## src/dpl_pkg.sv

```systemverilog
// Constants and carrier types for the password lock command block.
// Assumes one clock domain and 16-bit data register transfers from the host.
package dpl_pkg;

    // ------------------------------------------------------------
    // Command opcodes
    // ------------------------------------------------------------
    localparam logic [7:0]  OP_SET_PASSWORD = 8'hf1;
    localparam logic [7:0]  OP_UNLOCK       = 8'hf2;

    // ------------------------------------------------------------
    // Parameter sector layout
    // ------------------------------------------------------------
    localparam int          SECTOR_WORDS    = 256;
    localparam int          PW_FIRST_WORD   = 1;
    localparam int          PW_WORDS        = 16;
    localparam int          PW_BITS         = 256;
    localparam logic [7:0]  REV_WORD        = 8'h11;
    localparam int          CTRL_ID_BIT     = 0;
    localparam int          CTRL_LEVEL_BIT  = 8;

    // ------------------------------------------------------------
    // Revision code values and counter reset
    // ------------------------------------------------------------
    localparam logic [15:0] REV_DEFAULT     = 16'hfffe;
    localparam logic [15:0] REV_RESERVED    = 16'hffff;
    localparam int          ATTEMPTS_RESET  = 5;

    // ------------------------------------------------------------
    // Status and error flag layouts
    // ------------------------------------------------------------
    typedef struct packed {
        logic bsy;
        logic rdy;
        logic df;
        logic dsc;
        logic drq;
        logic cor;
        logic idx;
        logic err;
    } dpl_status_t;

    typedef struct packed {
        logic crc;
        logic unc;
        logic zero5;
        logic idn;
        logic zero3;
        logic abt;
        logic ton;
        logic amn;
    } dpl_error_t;

    // ------------------------------------------------------------
    // Command sequencer states
    // ------------------------------------------------------------
    typedef enum logic [1:0] {
        ST_IDLE = 2'b00,
        ST_XFER = 2'b01,
        ST_EXEC = 2'b11
    } dpl_state_t;

endpackage

```

## src/dpl_core.sv

```systemverilog
// Set-password and unlock command interpreter with lock state and attempt counter.
// Assumes the host writes the command and data registers synchronous to i_clk.
//
// Behaviour
// - Opcode F1h sets master or user password
// - User password locks only after next reset
// - Master identifier stores master password only
// - Set sector: id, level, password, revision
// - All 32 password bytes are significant
// - Revision recorded only for master identifier
// - Revision code reported as identify word 92
// - Level bit: zero high, one maximum
// - High level: user or master unlocks
// - Maximum level: only user password unlocks
// - Maximum level forgotten user: no unlock
// - Opcode F2h matching unlocks, passwords unchanged
// - Reset after unlock relocks the device
// - Unlock sector: identifier and password words
// - Master unlock: compare high, reject maximum
// - User unlock compares stored user password
// - Mismatch aborts, decrements counter reset five
// - Counter zero rejects protected commands
// - Frozen mode aborts both commands
`timescale 1ns/10ps

module dpl_core #(
    parameter int ATTEMPTS = dpl_pkg::ATTEMPTS_RESET
) (
    input  wire logic                 i_clk,
    input  wire logic                 i_rst,
    input  wire logic                 i_hard_rst,
    input  wire logic                 i_frozen,
    input  wire logic                 i_cmd_wr,
    input  wire logic [7:0]           i_cmd,
    input  wire logic                 i_data_wr,
    input  wire logic [15:0]          i_data,
    output      dpl_pkg::dpl_status_t o_status,
    output      dpl_pkg::dpl_error_t  o_error,
    output      logic                 o_cmd_done,
    output      logic                 o_locked,
    output      logic                 o_lock_enabled,
    output      logic                 o_level_max,
    output      logic [2:0]           o_attempts,
    output      logic [15:0]          o_ident_word92
);

    // ------------------------------------------------------------
    // Parameter check
    // ------------------------------------------------------------
    generate
        if (ATTEMPTS < 1 || ATTEMPTS > 7) begin : g_bad_attempts
            $error("ATTEMPTS must be 1 to 7");
        end
    endgenerate

    localparam logic [2:0] ATTEMPTS_INIT = 3'(ATTEMPTS);
    localparam logic [7:0] LAST_WORD     = 8'(dpl_pkg::SECTOR_WORDS - 1);

    // ------------------------------------------------------------
    // State
    // ------------------------------------------------------------
    dpl_pkg::dpl_state_t state;
    logic [7:0]          cur_op;
    logic [7:0]          word_idx;
    logic [15:0]         ctrl_word;
    logic [15:0]         rev_word;
    logic [15:0]         pw_words [dpl_pkg::PW_WORDS];
    logic [255:0]        pw_rx;
    logic [255:0]        user_pw;
    logic [255:0]        master_pw;
    logic                abort_flag;
    logic                take_cmd;
    logic                early_abort;
    logic                sector_end;
    logic                is_master;
    logic                pw_match;
    logic                unlock_ok;
    logic                unlock_bad;
    logic                set_ok;
    logic                exec_abort;

    assign take_cmd    = (state == dpl_pkg::ST_IDLE) && i_cmd_wr &&
                         (i_cmd == dpl_pkg::OP_SET_PASSWORD || i_cmd == dpl_pkg::OP_UNLOCK);
    assign early_abort = take_cmd && (i_frozen || o_attempts == 3'h0);
    assign sector_end  = (state == dpl_pkg::ST_XFER) && i_data_wr && (word_idx == LAST_WORD);

    // ------------------------------------------------------------
    // Sequencer
    // ------------------------------------------------------------
    // wait for full sector
    always_ff @(posedge i_clk) begin
        if (i_rst || i_hard_rst) begin
            state <= dpl_pkg::ST_IDLE;
        end else begin
            case (state)
                dpl_pkg::ST_IDLE: begin
                    if (take_cmd && !early_abort) begin
                        state <= dpl_pkg::ST_XFER;
                    end
                end
                dpl_pkg::ST_XFER: begin
                    if (sector_end) begin
                        state <= dpl_pkg::ST_EXEC;
                    end
                end
                dpl_pkg::ST_EXEC: begin
                    state <= dpl_pkg::ST_IDLE;
                end
                default: begin
                    state <= dpl_pkg::ST_IDLE;
                end
            endcase
        end
    end

    always_ff @(posedge i_clk) begin
        if (i_rst) begin
            cur_op <= 8'h00;
        end else if (take_cmd) begin
            cur_op <= i_cmd;
        end
    end

    always_ff @(posedge i_clk) begin
        if (i_rst || i_hard_rst || state != dpl_pkg::ST_XFER) begin
            word_idx <= 8'h00;
        end else if (i_data_wr) begin
            word_idx <= word_idx + 8'h01;
        end
    end

    // ------------------------------------------------------------
    // Sector capture
    // ------------------------------------------------------------
    // control and revision words
    always_ff @(posedge i_clk) begin
        if (i_rst) begin
            ctrl_word <= 16'h0000;
            rev_word  <= 16'h0000;
        end else if (state == dpl_pkg::ST_XFER && i_data_wr) begin
            if (word_idx == 8'h00) begin
                ctrl_word <= i_data;
            end
            if (word_idx == dpl_pkg::REV_WORD) begin
                rev_word <= i_data;
            end
        end
    end

    genvar g;
    generate
        for (g = 0; g < dpl_pkg::PW_WORDS; g++) begin : g_pw
            always_ff @(posedge i_clk) begin
                if (i_rst) begin
                    pw_words[g] <= 16'h0000;
                end else if (state == dpl_pkg::ST_XFER && i_data_wr &&
                             word_idx == 8'(g + dpl_pkg::PW_FIRST_WORD)) begin
                    pw_words[g] <= i_data;
                end
            end
            assign pw_rx[g*16 +: 16] = pw_words[g];
        end
    endgenerate

    // ------------------------------------------------------------
    // Decisions at execution
    // ------------------------------------------------------------
    assign is_master = ctrl_word[dpl_pkg::CTRL_ID_BIT];

    always_comb begin
        if (is_master) begin
            pw_match = (pw_rx == master_pw);
        end else begin
            pw_match = (pw_rx == user_pw);
        end
    end

    assign unlock_ok  = (state == dpl_pkg::ST_EXEC) && (cur_op == dpl_pkg::OP_UNLOCK) &&
                        !(is_master && o_level_max) && pw_match;
    assign unlock_bad = (state == dpl_pkg::ST_EXEC) && (cur_op == dpl_pkg::OP_UNLOCK) &&
                        !(is_master && o_level_max) && !pw_match;
    assign set_ok     = (state == dpl_pkg::ST_EXEC) && (cur_op == dpl_pkg::OP_SET_PASSWORD) &&
                        !(is_master && rev_word == dpl_pkg::REV_RESERVED);
    assign exec_abort = (state == dpl_pkg::ST_EXEC) && !unlock_ok && !set_ok;

    // ------------------------------------------------------------
    // Stored passwords and revision code
    // ------------------------------------------------------------
    // set-password stores password
    always_ff @(posedge i_clk) begin
        if (i_rst) begin
            user_pw   <= '0;
            master_pw <= '0;
        end else if (set_ok) begin
            if (is_master) begin
                master_pw <= pw_rx;
            end else begin
                user_pw <= pw_rx;
            end
        end
    end

    always_ff @(posedge i_clk) begin
        if (i_rst) begin
            o_ident_word92 <= dpl_pkg::REV_DEFAULT;
        end else if (set_ok && is_master) begin
            o_ident_word92 <= rev_word;
        end
    end

    // ------------------------------------------------------------
    // Lock feature, level and lock mode
    // ------------------------------------------------------------
    // level bit from user set
    always_ff @(posedge i_clk) begin
        if (i_rst) begin
            o_lock_enabled <= 1'b0;
            o_level_max    <= 1'b0;
        end else if (set_ok && !is_master) begin
            o_lock_enabled <= 1'b1;
            o_level_max    <= ctrl_word[dpl_pkg::CTRL_LEVEL_BIT];
        end
    end

    always_ff @(posedge i_clk) begin
        if (i_rst) begin
            o_locked <= 1'b0;
        end else if (i_hard_rst) begin
            o_locked <= o_lock_enabled;
        end else if (unlock_ok) begin
            o_locked <= 1'b0;
        end
    end

    always_ff @(posedge i_clk) begin
        if (i_rst || i_hard_rst) begin
            o_attempts <= ATTEMPTS_INIT;
        end else if (unlock_bad && o_attempts != 3'h0) begin
            o_attempts <= o_attempts - 3'h1;
        end
    end

    // ------------------------------------------------------------
    // Completion and flags
    // ------------------------------------------------------------
    // abort sets error bits
    always_ff @(posedge i_clk) begin
        if (i_rst || i_hard_rst) begin
            abort_flag <= 1'b0;
        end else if (early_abort || state == dpl_pkg::ST_EXEC) begin
            abort_flag <= early_abort || exec_abort;
        end else if (take_cmd) begin
            abort_flag <= 1'b0;
        end
    end

    always_ff @(posedge i_clk) begin
        if (i_rst || i_hard_rst) begin
            o_cmd_done <= 1'b0;
        end else begin
            o_cmd_done <= early_abort || (state == dpl_pkg::ST_EXEC);
        end
    end

    always_comb begin
        o_status     = '0;
        o_status.bsy = (state == dpl_pkg::ST_EXEC);
        o_status.rdy = (state != dpl_pkg::ST_EXEC);
        o_status.dsc = 1'b1;
        o_status.drq = (state == dpl_pkg::ST_XFER);
        o_status.err = abort_flag;
        o_error      = '0;
        o_error.abt  = abort_flag;
    end

endmodule

```

## config.mk

```make
export PLATFORM = sky130hd
export DESIGN_NAME = dpl_core
export DESIGN_NICKNAME = d
export VERILOG_FILES = /design/src/dpl_pkg.sv /design/src/dpl_core.sv
export SDC_FILE = /design/constraint.sdc
export NUM_CORES = 2
export LEC_CHECK = 0
export ABC_AREA = 1
export BUFFER_PORTS_ARGS = -buffer_cell sky130_fd_sc_hd__buf_2
export CAP_MARGIN = 20
export CORE_MARGIN = 1.5
export CORE_UTILIZATION = 63
export DETAILED_ROUTE_END_ITERATION = 10
export GPL_ROUTABILITY_DRIVEN = 1
export MAX_ROUTING_LAYER = met4
export PLACE_DENSITY = 0.92
export SYNTH_ARGS = -nofsm -noshare
export SYNTH_HDL_FRONTEND = slang
export SYNTH_SLANG_ARGS = --single-unit
```

## constraint.sdc

```tcl
create_clock -name i_clk -period 2.9 [get_ports i_clk]
set_input_delay 0.58 -clock i_clk [delete_from_list [all_inputs] [get_ports i_clk]]
set_output_delay 0.58 -clock i_clk [all_outputs]
set_load 0.01 [all_outputs]
```

-- After elaboration in Yosys (flattened, before gate mapping)
Memory sizes are Yosys's and may differ from the RTL's.
Cells that the tools add are included.
- add/subtract/negate cells: 2
- eq/ne operators: 31
- multiplexer cells: 74
- bitwise logic cells: 17
- reductions and logical operators: 59
- operators with widths (cell ; number):
    $eq 256x256->1 ; 2
    $mux 16 ; 16
    $eq 8x4->1 const B ; 8
    $mux 1 ; 55
    $eq 8x8->1 const B ; 5
    $logic_and 1x1->1 ; 35
    $eq 8x3->1 const B ; 4
    $eq 16x16->1 const B ; 1
    $eq 8x2->1 const B ; 2
    $eq 8x5->1 const B ; 2
    $or 1x1->1 ; 16
    $reduce_and 2->1 ; 5
    $add 8x1->8 const B ; 1
    $eq 8x1->1 const B ; 1
    $logic_not 8->1 ; 1
    $logic_not 1->1 ; 7
    $logic_or 1x1->1 ; 6
    $ne 2x1->1 const B ; 3
    $mux 2 ; 2
    $pmux 2 s2 ; 1
    $reduce_bool 2->1 ; 2
    $logic_not 3->1 ; 1
    $reduce_bool 3->1 ; 1
    $sub 3x1->3 const B ; 1
    other kinds (5) ; 5
- register bits: 579
- bits in writable memories: 256
- input bits: 30
- output and inout bits: 39
- logic and storage cells: 198
- memories kept: 1
- memory list (memory ; words ; width ; rd ports ; clocked after memory_dff ; wr ports ; line ; RTL):
    pw_words ; 16 ; 16 ; 16 ; 0 ; 16 ; dpl_core.sv:67 ; logic [15:0] pw_words [dpl_pkg::PW_WORDS];

-- Depth between registers and ports, before layout
- depth after elaboration: 9
- depth in mapped cells: 19
- mapped depth without buffers: 17

-- Worst setup path before layout
OpenSTA, ideal clock, no wires.
- path kind: reg2reg
- start point: reg state[0]
- end point: mem pw_words[6][4], in the netlist pw_words[0][100] (enable)
- arrival time: 2.330 ns
- path slack: 0.159 ns
- stages on the path, launching flop included: 9
- period minus slack after synthesis: 2.741 ns
- cell sequence: dfxtp_1 > inv_1 > nor2_1 > inv_1 > nor2_1 > nand2_1 > nor2_1 > inv_1 > o21ai_0
- RTL lines (item ; line ; RTL):
    start: declaration ; dpl_core.sv:62 ; dpl_pkg::dpl_state_t state;
    start signal: assignment ; dpl_core.sv:93 ; state <= dpl_pkg::ST_IDLE;
    start signal: assignment ; dpl_core.sv:98 ; state <= dpl_pkg::ST_XFER;
    start signal: assignment ; dpl_core.sv:103 ; state <= dpl_pkg::ST_EXEC;
    end: declaration ; dpl_core.sv:67 ;

-- Worst setup path after layout
- start point: reg ctrl_word[0]
- end point: reg o_attempts[1]
- longest elaborated chain between the ends: 5
- elaborated cells between the ends (all ways): 7
- classes of those cells: 1 x mux; 6 x reduce/logical
- RTL lines (item ; line ; RTL):
    start: declaration ; dpl_core.sv:65 ; logic [15:0] ctrl_word;
    start signal: assignment ; dpl_core.sv:142 ; ctrl_word <= i_data;
    $logic_and 1x1->1 ; dpl_core.sv:181 ; !(is_master && o_level_max) && !pw_match;
    $logic_not 1->1 ; dpl_core.sv:181 ;
    $logic_and 1x1->1 ; dpl_core.sv:180 ; assign unlock_bad = (state == dpl_pkg::ST_EXEC) && (cur_op == dpl_pkg::OP_UNLOCK) &&
    $logic_and 1x1->1 (*) ; dpl_core.sv:181 ;
    $logic_and 1x1->1 (*) ; dpl_core.sv:238 ; end else if (unlock_bad && o_attempts != 3'h0) begin
    end signal: assignment ; dpl_core.sv:239 ; o_attempts <= o_attempts - 3'h1;
    end: declaration ; dpl_core.sv:43 ; output logic [2:0] o_attempts,
Mark *: on every way between the ends. The rest lies on a longest branch, timed or not.
A chain may end at the register's enable or synchronous reset.

==> flow_summary.ini <==
[floorplanning]
die_area_um2 = 61580
num_io_pins = 69
row_count = 89
die_w_um = 248.2
core_area_um2 = 59240
start_util_pct = 63.91
die_y_um = 248.2

[routing]
ant_nets = 0
wl_mm = 100.0
wl_per_cell_um = 16.77
vias_per_cell = 5.754
dr.pass1.iters = 6
vias = 34326
drc = 0
first_iter_violations = 3966

[synthesis]
avgSynthCellArea_um2 = 7.345
synth_compound_area_share_pct = 16.20
netlist_instances = 5155
synth_area_leaders = dfxtp_1 (30%), edfxtp_1 (20%), nand2_1 (13%), o21ai_0 (7.7%), inv_1 (7.7%)
yosysWarnings = 0
ys_types = 31
synth-seq-area-share_pct = 50.55
yosys.area_share.simple_pct = 21.58
synth.area.mux_share_pct = 0
synthTopCellsByCount = nand2_1 (1321), inv_1 (775), o21ai_0 (582)
yosysTopAreaCellShare_pct = 30.24
yosys_most_used_dff = dfxtp_1
async_flop_share_pct = 0
synth_top_family_by_area = simple AND/OR/NAND/NOR gates
synthAdderAreaFrac_pct = 0.1983
synth_top_area_cell = dfxtp_1
synth_edf_count = 256
synth_seq_cells = 828
syn_area_um2 = 37860
synth_xor_area_share_pct = 0.06940
synth.most_common_cell = nand2_1

[clock_network]
clock_path_buffers = 3
cts.repair.resized = 0
path_clk_slew_ns = 0.06
ctsHoldBuffers = 0
post_cts_buffers = 0
cts_buffers = 82
cts.sinks = 828
clk-insertion-delay-late_ns = 0.66
htree_levels = 3
cts_tree = built
root_buffer = clkbuf_16

[timing]
whs_ns = 0.1999
grt_setup_unrepaired = false
relSlewSlack_pct = 20.45
post-route-min-period_ns = 2.828
finalHoldViolCount = 0
min_period_over_period_pct = 97.52
setup_viol = 0
tightest_slew_ns = 1.186
skew_ns = 0.03396
max_freq_mhz = 353.6
finalMaxSlewViolations = 0
fin_tns_setup_ns = 0

[grt]
met3_usage_pct = 6.981
grt_busiest_layer = met2
use_met1_pct = 39.13
overflow = 0
met2_usage_pct = 54.31
grt_max_degree = 138
grt_pass1_vias = 32899
antenna_found_initial = 3
grt_use_total_pct = 33.53
grt_first_pass_wirelength_mm = 161.3

[hold_path]
hold_path.class = in -> reg

[placement]
port_buffers = 57
hpwl_mm = 56.74
routabilityCongestion = 0.8687

[worst_setup_path]
setup.worst_path.start_class = flop
crit_arrival_ns = 3.38
crit_path_max_fanout = 88
critPathKind = reg -> reg
end_kind = flop
worst_ep_required_time_ns = 3.45

[job]
maxCapViolations = 0

[power]
leakage_nw = 17.24
p_total_mw = 23.60
power_density_nw_per_um2 = 565.1
ir_drop_v = 0.0005520

[finish]
syn_to_final_growth_pct = 10.30
nets = 5156
drive_above_1_share_pct = 5.685

[outcome]
status = completed
## where the power goes
part	internal, mW	switching [mW]
Clock	6.01	4.53
Sequential	12.0	0.123
Combinational	0.243	0.648
## sequential cells by signal (all words and copies together), names as in the netlist
signal,flops
master_pw,256
rev_word,16
abort_flag,1
user_pw,256
word_idx,8
o_attempts,3
ctrl_word,2
o_locked,1
state,2
cur_op,8
o_level_max,1
o_cmd_done,1
pw_words,256
o_lock_enabled,1
o_ident_word92,16
## worst max-delay path, stage by stage (launching register included)
cell	delay, ns
dfxtp_4	0.44
buf_12	0.33
nand2_1	0.16
nand3_1	0.12
nand2_1	0.06
nor2_1	0.14
nand2_1	0.07
nor2_1	0.13
nand2_1	0.12
nor2_1	0.20
nand2_1	0.20
nor2_2	0.25
nand2_2	0.12
a21oi_1	0.15
nor2_1	0.06
## area by class of cell
cell class / count / area, um^2
timing repair buffer: 163 / 1556
sequential: 828 / 19140
clock inverter: 23 / 210.2
clock buffer: 130 / 2455
fill: 4047 / 17480
tap: 773 / 967.2
multi-input combinational: 3261 / 14460
inverter: 784 / 2958
antenna: 4 / 10.01
## stage by stage
| step | utilization, % | setup slack [ns] | area [um^2] | cells |
|---|---|---|---|---|
| after floorplan | - | 0.1588 | 37900 | 5164 |
| after global placement | 65.98 | 0.3079 | 39090 | 5809 |
| after detailed placement | 65.98 | 0.2473 | 39090 | 5809 |
| after CTS | 70.48 | 0.2307 | 41750 | 5962 |
| after global routing | 70.49 | 0.0008560 | 41760 | 5965 |
| final | 70.50 | 0.07201 | 41760 | 5966 |
## layer usage
| metal | routed length [um] | up-vias | share of wire (%) |
|---|---|---|---|
| met5 | 0 | - | 0 |
| met4 | 5478 | 0 | 5.5 |
| met3 | 10300 | 452 | 10 |
| met2 | 46900 | 1836 | 47 |
| met1 | 37360 | 15738 | 37 |
| li1 | - | 16300 | - |
## placed cells by master, fill, tap and decap left out, types with 12 or more instances in the layout
cell       count
dfxtp_1      571
inv_1        773
edfxtp_1     256
nor3_1        12
nand2_1     1321
nand3_1      206
o211ai_1      41
buf_12        38
nand3b_1      49
o21ai_0      567
o21ai_1       15
buf_4         68
clkbuf_16     84
nor2_1       434
clkbuf_8      18
a21oi_1      571
buf_2         57
clkbuf_1      28
## cells by family after synthesis
group | count (synthesis)
and+or+nand+nor | 2040
AOI/OAI and AO/OA | 1201
buffers and inverters | 1075
DFF | 828
adders and majority gates | 6
xor gates and xnor gates | 3
other | 2
## path summary, 6_finish.rpt
kind / cells after the start / endpoint / startpoint / slack [ns]
setup / recovery: 14 / o_attempts[1]$_SDFFE_PP0P_ / ctrl_word[0]$_SDFFE_PP0P_ / 0.07
setup reg to reg: 14 / o_attempts[1]$_SDFFE_PP0P_ / ctrl_word[0]$_SDFFE_PP0P_ / 0.07
hold reg to reg: 2 / user_pw[51]$_SDFFE_PP0P_ / user_pw[51]$_SDFFE_PP0P_ / 0.44
hold / removal: 3 / o_locked$_SDFFE_PP0P_ / i_hard_rst / 0.20
No activity file was read; power rests on OpenSTA's default activity.
